<file path="src/hw/gsb_pkg.sv">
// constants for the global status and boot flag register block
package gsb_pkg;
	localparam int           ADDR_W            = 16;
	localparam int           DATA_W            = 8;
	localparam int           GPIO_N            = 4;
	localparam logic [15:0]  OFS_GP_INPUT      = 16'h0219;
	localparam logic [15:0]  OFS_IRQ_SUMMARY   = 16'h021A;
	localparam logic [15:0]  OFS_RSVD_1        = 16'h021B;
	localparam logic [15:0]  OFS_RSVD_2        = 16'h021C;
	localparam logic [15:0]  OFS_RSVD_3        = 16'h021D;
	localparam logic [15:0]  OFS_BOOT_FAIL     = 16'h021E;
	localparam logic [15:0]  OFS_EEPROM_STATUS = 16'h021F;
	localparam int           BIT_IRQ           = 0;
	localparam int           BIT_LOAD_FAILED   = 0;
	localparam int           BIT_LOAD_COMPLETE = 0;
	localparam int           BIT_CHECKSUM_OK   = 3;
	localparam logic [7:0]   RSVD_READ         = 8'h00;
	localparam logic         RST_LOAD_FAILED   = 1'b0;
	localparam logic         RST_LOAD_COMPLETE = 1'b0;
	localparam logic         RST_CHECKSUM_OK   = 1'b1;
endpackage

</file>
<file path="src/hw/gsb_sync.sv">
// two-flop synchroniser for a vector of pin levels
`timescale 1ns/1ns
module gsb_sync #(
	parameter int W = 4
) (
	input  wire logic         i_clk,
	input  wire logic         i_rst_n,
	input  wire logic [W-1:0] i_async,
	output logic      [W-1:0] o_sync
);
	typedef struct packed {
		logic [W-1:0] meta;
		logic [W-1:0] sync;
	} gsb_sync_st_t;

	gsb_sync_st_t st_r;
	gsb_sync_st_t st_nxt;

	always_comb begin
		st_nxt      = st_r;
		st_nxt.meta = i_async;
		st_nxt.sync = st_r.meta;
	end

	always_ff @(posedge i_clk or negedge i_rst_n) begin
		if (!i_rst_n) begin
			st_r <= '0;
		end else begin
			st_r <= st_nxt;
		end
	end

	assign o_sync = st_r.sync;
endmodule

</file>
<file path="src/hw/gsb_status_regs.sv">
// global status and boot flag registers with interrupt summary pin
// Notes on behaviour
// - the input level field returns the two-flop synchronised level of each pin configured as input, one bit each.
// - the summary flag and the low interrupt pin are active while an enabled status bit is set, registered one cycle later.
// - the load failed flag sets when the eeprom read fails and holds until reset.
// - the load complete flag sets when the eeprom read cycle ends and holds until reset.
// - the checksum ok bit holds 0 after an eeprom crc failure and 1 otherwise.
// - after a checksum failure the host port refuses all accesses until reset.
`timescale 1ns/1ns
module gsb_status_regs (
	input  wire logic                         i_clk,
	input  wire logic                         i_rst_n,
	input  wire logic [gsb_pkg::GPIO_N-1:0]   i_gpio_pin,
	input  wire logic [gsb_pkg::GPIO_N-1:0]   i_gpio_is_input,
	input  wire logic                         i_irq_any_enabled,
	input  wire logic                         i_eeprom_fail,
	input  wire logic                         i_eeprom_done,
	input  wire logic                         i_eeprom_crc_err,
	input  wire logic                         i_host_req,
	input  wire logic                         i_host_wr,
	input  wire logic [gsb_pkg::ADDR_W-1:0]   i_host_addr,
	input  wire logic [gsb_pkg::DATA_W-1:0]   i_host_wdata,
	output logic                              o_host_ack,
	output logic      [gsb_pkg::DATA_W-1:0]   o_host_rdata,
	output logic                              o_host_locked,
	output logic                              o_irq_out_low
);
	typedef struct packed {
		logic                       eeprom_load_failed;
		logic                       eeprom_load_complete;
		logic                       eeprom_checksum_ok;
		logic                       host_locked;
		logic                       irq_summary;
		logic                       ack;
		logic [gsb_pkg::DATA_W-1:0] rdata;
	} gsb_state_t;

	gsb_state_t st_r;
	gsb_state_t st_nxt;

	logic                       rst_n;
	logic [gsb_pkg::GPIO_N-1:0] gpio_sync;
	logic [gsb_pkg::DATA_W-1:0] rd_val;
	logic                       accept;

	// reset release through two flops; assertion is still asynchronous
	logic [1:0] rst_pipe_r;
	always_ff @(posedge i_clk or negedge i_rst_n) begin
		if (!i_rst_n) begin
			rst_pipe_r <= 2'h0;
		end else begin
			rst_pipe_r <= {rst_pipe_r[0], 1'b1};
		end
	end
	assign rst_n = rst_pipe_r[1];

	gsb_sync #(
		.W(gsb_pkg::GPIO_N)
	) gsb_sync_i (
		.i_clk  (i_clk),
		.i_rst_n(rst_n),
		.i_async(i_gpio_pin),
		.o_sync (gpio_sync)
	);

	// port is refused once the crc check has failed
	assign accept = i_host_req && !st_r.host_locked;

	always_comb begin
		rd_val = gsb_pkg::RSVD_READ;
		unique case (i_host_addr)
			gsb_pkg::OFS_GP_INPUT: begin
				rd_val[gsb_pkg::GPIO_N-1:0] = gpio_sync & i_gpio_is_input;
			end
			gsb_pkg::OFS_IRQ_SUMMARY: begin
				rd_val[gsb_pkg::BIT_IRQ] = st_r.irq_summary;
			end
			gsb_pkg::OFS_BOOT_FAIL: begin
				rd_val[gsb_pkg::BIT_LOAD_FAILED] = st_r.eeprom_load_failed;
			end
			gsb_pkg::OFS_EEPROM_STATUS: begin
				rd_val[gsb_pkg::BIT_LOAD_COMPLETE] = st_r.eeprom_load_complete;
				rd_val[gsb_pkg::BIT_CHECKSUM_OK]   = st_r.eeprom_checksum_ok;
			end
			default: begin
				rd_val = gsb_pkg::RSVD_READ;
			end
		endcase
	end

	always_comb begin
		st_nxt          = st_r;
		st_nxt.ack      = accept;
		// writes are acknowledged but touch no status field
		if (accept && !i_host_wr) begin
			st_nxt.rdata = rd_val;
		end
		st_nxt.irq_summary = i_irq_any_enabled;
		if (i_eeprom_fail) begin
			st_nxt.eeprom_load_failed = 1'b1;
		end
		if (i_eeprom_done) begin
			st_nxt.eeprom_load_complete = 1'b1;
		end
		if (i_eeprom_crc_err) begin
			st_nxt.eeprom_checksum_ok = 1'b0;
			st_nxt.host_locked        = 1'b1;
		end
	end

	always_ff @(posedge i_clk or negedge rst_n) begin
		if (!rst_n) begin
			st_r                      <= '0;
			st_r.eeprom_load_failed   <= gsb_pkg::RST_LOAD_FAILED;
			st_r.eeprom_load_complete <= gsb_pkg::RST_LOAD_COMPLETE;
			st_r.eeprom_checksum_ok   <= gsb_pkg::RST_CHECKSUM_OK;
		end else begin
			st_r <= st_nxt;
		end
	end

	assign o_host_ack    = st_r.ack;
	assign o_host_rdata  = st_r.rdata;
	assign o_host_locked = st_r.host_locked;
	assign o_irq_out_low = !st_r.irq_summary;

	property p_irq_follows;
		@(posedge i_clk) disable iff (!rst_n)
		i_irq_any_enabled |=> (st_r.irq_summary && !o_irq_out_low);
	endproperty
	a_irq_follows: assert property (p_irq_follows) else $error("irq pin not asserted");

	property p_irq_release;
		@(posedge i_clk) disable iff (!rst_n)
		!i_irq_any_enabled |=> o_irq_out_low;
	endproperty
	a_irq_release: assert property (p_irq_release) else $error("irq pin not released");

	property p_fail_sticky;
		@(posedge i_clk) disable iff (!rst_n)
		i_eeprom_fail |=> st_r.eeprom_load_failed [*8];
	endproperty
	a_fail_sticky: assert property (p_fail_sticky) else $error("load failed flag lost");

	property p_done_sticky;
		@(posedge i_clk) disable iff (!rst_n)
		st_r.eeprom_load_complete |=> st_r.eeprom_load_complete;
	endproperty
	a_done_sticky: assert property (p_done_sticky) else $error("load complete flag lost");

	property p_done_set;
		@(posedge i_clk) disable iff (!rst_n)
		i_eeprom_done |=> st_r.eeprom_load_complete;
	endproperty
	a_done_set: assert property (p_done_set) else $error("load complete not set");

	property p_crc_bit;
		@(posedge i_clk) disable iff (!rst_n)
		i_eeprom_crc_err |=> (!st_r.eeprom_checksum_ok && o_host_locked);
	endproperty
	a_crc_bit: assert property (p_crc_bit) else $error("crc error not reported");

	property p_locked_no_ack;
		@(posedge i_clk) disable iff (!rst_n)
		o_host_locked |=> !o_host_ack;
	endproperty
	a_locked_no_ack: assert property (p_locked_no_ack) else $error("locked port answered");

	property p_write_no_effect;
		@(posedge i_clk) disable iff (!rst_n)
		(i_host_req && i_host_wr && !i_eeprom_fail && !i_eeprom_done && !i_eeprom_crc_err)
			|=> ($stable(st_r.eeprom_load_failed) && $stable(st_r.eeprom_load_complete)
			&& $stable(st_r.eeprom_checksum_ok));
	endproperty
	a_write_no_effect: assert property (p_write_no_effect) else $error("write changed status");

	property p_read_ack;
		@(posedge i_clk) disable iff (!rst_n)
		(i_host_req && !o_host_locked) |=> o_host_ack;
	endproperty
	a_read_ack: assert property (p_read_ack) else $error("access not answered");

	property p_locked_hold;
		@(posedge i_clk) disable iff (!rst_n)
		o_host_locked |=> o_host_locked;
	endproperty
	a_locked_hold: assert property (p_locked_hold) else $error("port lock lost");

	property p_crc_hold;
		@(posedge i_clk) disable iff (!rst_n)
		!st_r.eeprom_checksum_ok |=> !st_r.eeprom_checksum_ok;
	endproperty
	a_crc_hold: assert property (p_crc_hold) else $error("checksum error lost");

	property p_fail_hold;
		@(posedge i_clk) disable iff (!rst_n)
		st_r.eeprom_load_failed |=> st_r.eeprom_load_failed;
	endproperty
	a_fail_hold: assert property (p_fail_hold) else $error("load failed flag dropped");

	// pins not configured as inputs must never leak into the read byte
	property p_gpio_mask;
		@(posedge i_clk) disable iff (!rst_n)
		(accept && !i_host_wr && (i_host_addr == gsb_pkg::OFS_GP_INPUT))
			|=> ((o_host_rdata & ~{4'h0, $past(i_gpio_is_input)}) == 8'h00);
	endproperty
	a_gpio_mask: assert property (p_gpio_mask) else $error("non input pin level read");

	property p_rsvd_read;
		@(posedge i_clk) disable iff (!rst_n)
		(accept && !i_host_wr && (i_host_addr == gsb_pkg::OFS_RSVD_1))
			|=> (o_host_rdata == gsb_pkg::RSVD_READ);
	endproperty
	a_rsvd_read: assert property (p_rsvd_read) else $error("reserved byte not zero");

	property p_wr_rdata;
		@(posedge i_clk) disable iff (!rst_n)
		(accept && i_host_wr) |=> $stable(o_host_rdata);
	endproperty
	a_wr_rdata: assert property (p_wr_rdata) else $error("write changed read data");

	c_crc_lock: cover property (@(posedge i_clk) disable iff (!rst_n)
		i_eeprom_crc_err ##[1:8] (i_host_req && o_host_locked));
	c_boot_done: cover property (@(posedge i_clk) disable iff (!rst_n)
		i_eeprom_done ##[1:8] o_host_ack);
	c_gpio_read: cover property (@(posedge i_clk) disable iff (!rst_n)
		(accept && (i_host_addr == gsb_pkg::OFS_GP_INPUT)) ##1 o_host_ack);
	c_wr_ack: cover property (@(posedge i_clk) disable iff (!rst_n)
		(accept && i_host_wr) ##1 o_host_ack);
	c_irq_pulse: cover property (@(posedge i_clk) disable iff (!rst_n)
		!o_irq_out_low ##1 o_irq_out_low);
endmodule

</file>
<file path="config.mk">
export PLATFORM = sky130hd
export DESIGN_NAME = gsb_status_regs
export DESIGN_NICKNAME = d
export VERILOG_FILES = /design/src/hw/gsb_pkg.sv /design/src/hw/gsb_sync.sv /design/src/hw/gsb_status_regs.sv
export SDC_FILE = /design/constraint.sdc
export NUM_CORES = 1
export LEC_CHECK = 0
export ABC_CLOCK_PERIOD_IN_PS = 1050
export BUFFER_PORTS_ARGS = -buffer_cell sky130_fd_sc_hd__clkbuf_2
export CORE_UTILIZATION = 40
export DETAILED_ROUTE_END_ITERATION = 8
export GPL_ROUTABILITY_DRIVEN = 0
export GPL_TIMING_DRIVEN = 0
export PLACE_DENSITY = 0.76
export SLEW_MARGIN = 10
export SYNTH_ARGS = -nofsm -noshare
export SYNTH_HDL_FRONTEND = slang
export SYNTH_SLANG_ARGS = --single-unit
</file>
<file path="constraint.sdc">
create_clock -name i_clk -period 1.05 [get_ports i_clk]
set_input_delay 0.315 -clock i_clk [delete_from_list [all_inputs] [get_ports i_clk]]
set_output_delay 0.315 -clock i_clk [all_outputs]
set_load 0.005 [all_outputs]
</file>
-- After elaboration in Yosys (flattened, before gate mapping)
Index checks and enable logic that the tools add are counted.
Widths: inputs -> output; s select.
- equality and inequality tests: 4
- bitwise gates (word level): 1
- reductions and logical operators: 5
- muxes and demuxes: 3
- operator list (operator ; number):
    $eq 16x10->1 const B ; 4
    $and 4x4->4 ; 1
    $pmux 1 s4 ; 1
    $logic_not 1->1 ; 3
    $logic_and 1x1->1 ; 2
    $mux 2 ; 1
    $pmux 1 s2 ; 1
- logic and storage cells: 23
- register bits after elaboration: 20
- output and inout bits: 11
- input bits: 40

-- Depth between registers and ports, before layout
Gate-level depths: netlist of the first run.
- word-level depth: 3
- gate-level depth with buffers: 4
- depth with buffers taken out: 3

-- By module
Synthesis of the first run repeated with hierarchy kept, for this count alone.
- cell total of the unflattened synthesis: 61
- area total of the unflattened synthesis: 783.3 sq um
- by module, submodules not included (module ; area an instance (sq um) ; cells an instance ; instances ; sequential area each (sq um)):
    gsb_status_regs ; 583.1 ; 53 ; 1 ; 301.5
    gsb_sync ; 200.2 ; 8 ; 1 ; 200.2

-- Least setup slack after synthesis of the first run
No wires, ideal clock.
- kind: register to register
- start: register st_r, in the netlist o_host_locked
- end: register st_r, in the netlist o_host_rdata[0]
- arrival time: 1224 ps
- clock period less this slack: 1306 ps
- library setup time: 82 ps
- setup slack: -256 ps
- data required time: 968 ps
- stages on the path, launching flop included: 5
- buffers on the path: 1
- path through: dfrtp_1 > or3b_1 > buf_2 > nand4b_4 > a22oi_2
- cells in the longest elaborated chain, start to end: 3
- RTL lines (what ; line ; RTL):
    from (decl) ; gsb_status_regs.sv:38 ; gsb_state_t st_r;
    from (signal assigned) ; gsb_status_regs.sv:118 ; st_r <= st_nxt;
    $logic_not 1->1 ; gsb_status_regs.sv:67 ; assign accept = i_host_req && !st_r.host_locked;
    $logic_and 1x1->1 ; gsb_status_regs.sv:67 ;
    $logic_and 1x1->1 ; gsb_status_regs.sv:95 ; if (accept && !i_host_wr) begin
Every way passes these cells.
A chain may end at the register's enable or synchronous reset.

-- Final worst setup path of the first run
- start: register st_r, in the netlist o_host_rdata[3]
- end: output o_host_rdata[3] in the netlist's numbering
- RTL lines (what ; line ; RTL):
    to (decl) ; gsb_status_regs.sv:24 ; output logic [gsb_pkg::DATA_W-1:0] o_host_rdata,
No word-level cell between the ends.

==> results of run 1 <==
==> worst max-delay path by stage <==
stage | end | slack, ps | startpoint
6_report | o_host_rdata[3] | -200 | o_host_rdata[3]
5_1_grt | o_host_rdata[0] | -250 | o_host_locked
4_1_cts | o_host_rdata[3] | -200 | o_host_rdata[3]
3_5_place_dp | o_host_rdata[0] | -470 | i_host_addr[2]
3_3_place_gp | o_host_rdata[0] | -420 | i_host_addr[2]
2_1_floorplan | o_host_rdata[0] | -260 | o_host_locked
==> layout by cell type, fill, tap and decap left out, types with 2 or more instances in the layout <==
master,instances
clkbuf_2,36
dfrtp_1,19
buf_4,9
conb_1,5
nand2_1,4
or2_2,3
buf_6,3
clkbuf_4,3
a32oi_1,2
nand3_1,2
o21ai_1,2
==> report_power, final <==
| part | leakage [nW] | switching [mW] | total, mW | internal [mW] |
|---|---|---|---|---|
| logic | 0.311 | 0.0388 | 0.106 | 0.0669 |
| clock network | 0.0210 | 0.227 | 0.439 | 0.211 |
| registers | 0.235 | 0.0174 | 0.808 | 0.791 |
| total | 0.567 | 0.284 | 1.35 | 1.07 |
==> routing by layer <==
layer,vias up,global-route usage
li1,285,-
met1,239,0.155
met2,34,0.247
met3,0,0.0353
met4,0,0.0686
met5,-,0
==> state kept, by name, indices dropped and copies added, names as in the netlist <==
name	cells
gsb_sync_i.o_sync	4
o_host_ack	1
gsb_sync_i.st_nxt	4
o_host_rdata	4
rst_pipe_r	2
o_host_locked	1
st_r	4
==> cells by family (layout without fill, tap and decap cells) <==
group,after synthesis,in the layout,share of synthesized area
flops,20,20,0.628
compound gates,8,8,0.0798
buf+inv,10,54,0.0861
other cells,2,5,0.00939
mux,1,1,0.0141
simple gates,18,18,0.183
==> metrics by stage <==
stage | std cells | setup WS (ps)
2_1_floorplan | 62 | -256
3_3_place_gp | 125 | -419
3_5_place_dp | 125 | -471
4_1_cts | 131 | -204
5_1_grt | 131 | -248
6_report | 131 | -196
==> critical path, cell delays in order, from the launching register on <==
cell,delay [ps]
dfrtp_1,410
buf_6,120
buf_6,100
==> final cells by class <==
type,count,area [µm²],area share
plain buffers,5,41.3,0.0370
repair buffers,44,250,0.224
flip-flops and latches,20,502,0.449
inverters,1,3.75,0.00336
multi-input cells,32,253,0.226
clock buffers,4,36.3,0.0325
well taps,25,31.3,0.0280
==> what timing repair did <==
item | in CTS | in global routing
cloned | 0 | 0
hold buffers | 1 | 0
endpoints found under the setup margin | 11 | 11
pin swaps | 3 | 0
buffers inserted | 4 | 1
hold endpoints to repair | 2 | 0
gates resized for setup | 2 | 4
==> results_dict.tcl, run 1 <==
set metrics [dict create \
    rows 15 \
    numCtsBuffers 3 \
    start_kind "flop" \
    clock.fmax_mhz 803 \
    cp_max_fo 2 \
    m1WireLength_um 589 \
    async_flop_share 1.00 \
    path_clk_slew_ps 110 \
    die_h_um 46.7 \
    antenna_found_initial 0 \
    grt_max_degree 19 \
    die_x_um 46.7 \
    power_mw 1.35 \
    io_pins 51 \
    hpwl_mm 1.12 \
    period_share 1.19 \
    port_buffers 38 \
    route.met3.wl_um 116 \
    routed_wl_mm 1.40 \
    htree_levels 1 \
    grt_pass1_wl_mm 2.04 \
    synth.area.top_cells "dfrtp_1 59%, buf_4 7.5%, dfstp_2 3.3%" \
    route.met2.wl_um 697 \
    core_um2 1800 \
    hold_violations 0 \
    wl_per_cell_um 10.7 \
    ff2ff_setup_slack_ps -190 \
    initialDrtViolationCount 2 \
    slew_viol_final 0 \
    holdPathEnd "gsb_sync_i.st_nxt[3]" \
    min-delay-path-class "in2reg" \
    vias_per_cell 4.26 \
    powerDensity_nw_per_um2 1210 \
    grt_pass1_vias 524 \
    globalRoute.totalOverflow 0 \
    peakVddDrop_v 0.000937 \
    dpl_cell_area_um2 1030 \
    netlist_instances 59 \
    maxSlewHeadroom 0.544 \
    n_fill_cell 153 \
    root_buffer "clkbuf_4" \
    top_layer "met3" \
    setup_violations 11 \
    rsz0062_at_grt "true" \
    r2r_start "o_host_locked" \
    area_delta_synth_final_pct 39.7 \
    cts_buffer_depth 2 \
    worst_slew_pin_slew_ps 685 \
    antenna_left 0 \
    drive_above_1_share 0.623 \
    ys_seq_area_frac 0.628 \
    yosysTopAreaCellShare 0.595 \
    end_kind "output pin" \
    yosysMostFrequentCell "dfrtp_1" \
    period_minus_slack_ps 1250 \
    drv_cap 0 \
    ys.flop_type "dfrtp_1" \
    whs_ps 111 \
    fin_skew_ps 6.90 \
    synth_commonest_cells "19 x dfrtp_1, 8 x buf_4, 4 x nand2_1" \
    start_util 0.444 \
    cts_tree "yes" \
    p_leak_nw 0.567 \
    dieArea_um2 2180 \
    r2r-end "o_host_rdata[0]" \
    synth_edf_count 0 \
    num_vias 558 \
    fin_util 0.620 \
    syn_area_um2 800 \
    synth_cell_types 24 \
    drc_errors 0 \
    setup_ws_ps -196 \
    crit_type "reg2out" \
    yosys.area.top_type "dfrtp_1" \
    yosys_warnings 0 \
    status "finished, violations left" \
    tns_ps -1420 \
    worstPathRequired_ps 730 \
    holdPathStages 1 \
    cts_sinks 20 \
    synth_seq_cells 20 \
    hp-start "i_gpio_pin[3]" \
    violations "setup timing" \
    clk_latency_ps 300 \
    synth.avg_cell_area_um2 13.6 \
    final_area_um2 1120 \
    reg2reg_depth 3 \
    n_antenna_cell 0 \
    layout.nets 147 \
    firstDrtPassIters 2 \
    crit_arrival_ps 930 \
    grt_use_total 0.140 \
]
Power figures use the tool's default switching activity.
==> inputs of run 2 (changes only) <==
--- a/config.mk
+++ b/config.mk
@@ -6,7 +6,7 @@
 export NUM_CORES = 1
 export LEC_CHECK = 0
 export ABC_CLOCK_PERIOD_IN_PS = 1050
-export BUFFER_PORTS_ARGS = -buffer_cell sky130_fd_sc_hd__clkbuf_2
+export BUFFER_PORTS_ARGS = -buffer_cell sky130_fd_sc_hd__buf_2
 export CORE_UTILIZATION = 40
 export DETAILED_ROUTE_END_ITERATION = 8
 export GPL_ROUTABILITY_DRIVEN = 0
==> results_dict.tcl, run 2 (synthesized netlist as in run 1, its figures left out) <==
set metrics [dict create \
    status "finished, violations left" \
    violations "setup timing" \
    maxSlewHeadroom 0.541 \
    hold_violations 0 \
    period_share 1.20 \
    r2r_start "o_host_locked" \
    die_x_um 46.7 \
    holdPathEnd "gsb_sync_i.st_nxt[1]" \
    peakVddDrop_v 0.000797 \
    powerDensity_nw_per_um2 1200 \
    layout_common_cells "34 x buf_2, 19 x dfrtp_1, 7 x buf_6, 7 x buf_4, 5 x conb_1" \
    n_fill_cell 155 \
    multi_input_area_um2 253 \
    ff2ff_setup_slack_ps -200 \
    start_util 0.444 \
    slew_viol_final 0 \
    pwr-share-comb 0.078 \
    cts_tree "yes" \
    dieArea_um2 2180 \
    reg2reg_depth 3 \
    grt_pass1_wl_mm 2.13 \
    start_kind "flop" \
    end_kind "output pin" \
    port_buffers 38 \
    core_um2 1800 \
    fin_util 0.631 \
    die_h_um 46.7 \
    globalRoute.totalOverflow 0 \
    internal_power_mw 1.07 \
    layout.nets 147 \
    placedCellCount 125 \
    rows 15 \
    grt_pass1_vias 552 \
    cts_sinks 20 \
    grt_max_degree 19 \
    vias_per_cell 4.44 \
    cp_max_fo 3 \
    hp-start "i_gpio_pin[1]" \
    n_antenna_cell 0 \
    crit_type "reg2out" \
    regArea_um2 502 \
    grt_use_total 0.150 \
    fin_skew_ps 1.43 \
    numCtsBuffers 3 \
    crit_chain "buf_4 > buf_2" \
    crit_arrival_ps 940 \
    holdPathStages 1 \
    p_sw_uw 291 \
    htree_levels 1 \
    final_cells 131 \
    area_delta_synth_final_pct 42.3 \
    setup_ws_ps -208 \
    root_buffer "clkbuf_4" \
    clock.fmax_mhz 795 \
    tns_ps -1720 \
    drv_cap 0 \
    p_seq_frac 0.594 \
    initialDrtViolationCount 0 \
    whs_ps 109 \
    power_frac_clock 0.328 \
    cts_buffer_depth 2 \
    drive_above_1_share 0.623 \
    period_minus_slack_ps 1260 \
    cpPeakStageDelay_ps 390 \
    worstPathRequired_ps 730 \
    p_leak_nw 0.564 \
    crit_buf_inv 2 \
    layout_commonest_cell "buf_2" \
    min-delay-path-class "in2reg" \
    antenna_left 0 \
    rsz0062_at_grt "true" \
    setup_violations 11 \
    crit_family "flip-flops" \
    hpwl_mm 1.04 \
    clk_latency_ps 300 \
    worst_slew_pin_slew_ps 688 \
    drc_errors 0 \
    firstDrtPassIters 1 \
    wl_per_cell_um 11.0 \
    final_area_um2 1140 \
    r2r-end "o_host_rdata[0]" \
    dpl_cell_area_um2 1030 \
    antenna_found_initial 0 \
    num_vias 582 \
    netSwitchingFraction 0.214 \
    routed_wl_mm 1.44 \
    path_clk_slew_ps 110 \
    cp_slowest_cell "dfrtp_1" \
    io_pins 51 \
]
-- run 2: layout make-up --
cell class,instances,share of cell area
plain buffers,7,0.0561
clock buffers,4,0.0319
inverters,1,0.00330
multi-input cells,32,0.222
flip-flops and latches,20,0.441
well taps,25,0.0275
repair buffers,42,0.218
-- run 2: how the worst max path moves through the flow --
| stage | start | to | slack, ps | cells after the start |
|---|---|---|---|---|
| after floorplan | o_host_locked | o_host_rdata[0] | -260 | 4 |
| final | o_host_locked | o_host_locked | -210 | 2 |
| after global placement | i_host_addr[2] | o_host_rdata[0] | -430 | 4 |
| after detailed placement | i_host_addr[2] | o_host_rdata[0] | -530 | 4 |
| after global routing | o_host_locked | o_host_locked | -250 | 2 |
| after CTS | o_host_locked | o_host_rdata[0] | -290 | 4 |
-- run 2: through the flow --
| stage | power, mW | setup slack (ps) |
|---|---|---|
| after floorplan | 0.852 | -256 |
| after global placement | 0.920 | -427 |
| after detailed placement | 0.924 | -527 |
| after CTS | 1.37 | -294 |
| after global routing | 1.41 | -252 |
| final | 1.36 | -208 |
-- run 2: power by group through the flow --
stage	combinational [mW]	clock (mW)	sequential, mW
CTS	0.103	0.454	0.809
floorplan	0.0324	0	0.820
global route	0.117	0.484	0.813
global placement	0.0968	0	0.823
detailed placement	0.0994	0	0.824
finish	0.106	0.446	0.808
-- run 2: routing by layer --
layer | GRT usage | vias up | wire length, µm | share of wire
li1 | - | 286 | - | -
met5 | 0 | - | 0 | 0
met4 | 0.103 | 0 | 29 | 0.020
met2 | 0.261 | 36 | 678 | 0.47
met1 | 0.160 | 256 | 634 | 0.44
met3 | 0.0353 | 4 | 95 | 0.066
-- run 2: repair_timing --
action	CTS	global route
hold buffers	1	0
setup endpoints to repair	11	11
setup buffers	3	0
resized for setup	10	2
hold endpoints to repair	2	0
cloned	0	0
pin swaps	4	2
-- run 2: worst register-to-register path: stages (launching register included) --
cell and delay (ps):
dfrtp_1 390, or3b_4 400, nand4b_4 210, a22oi_2 170
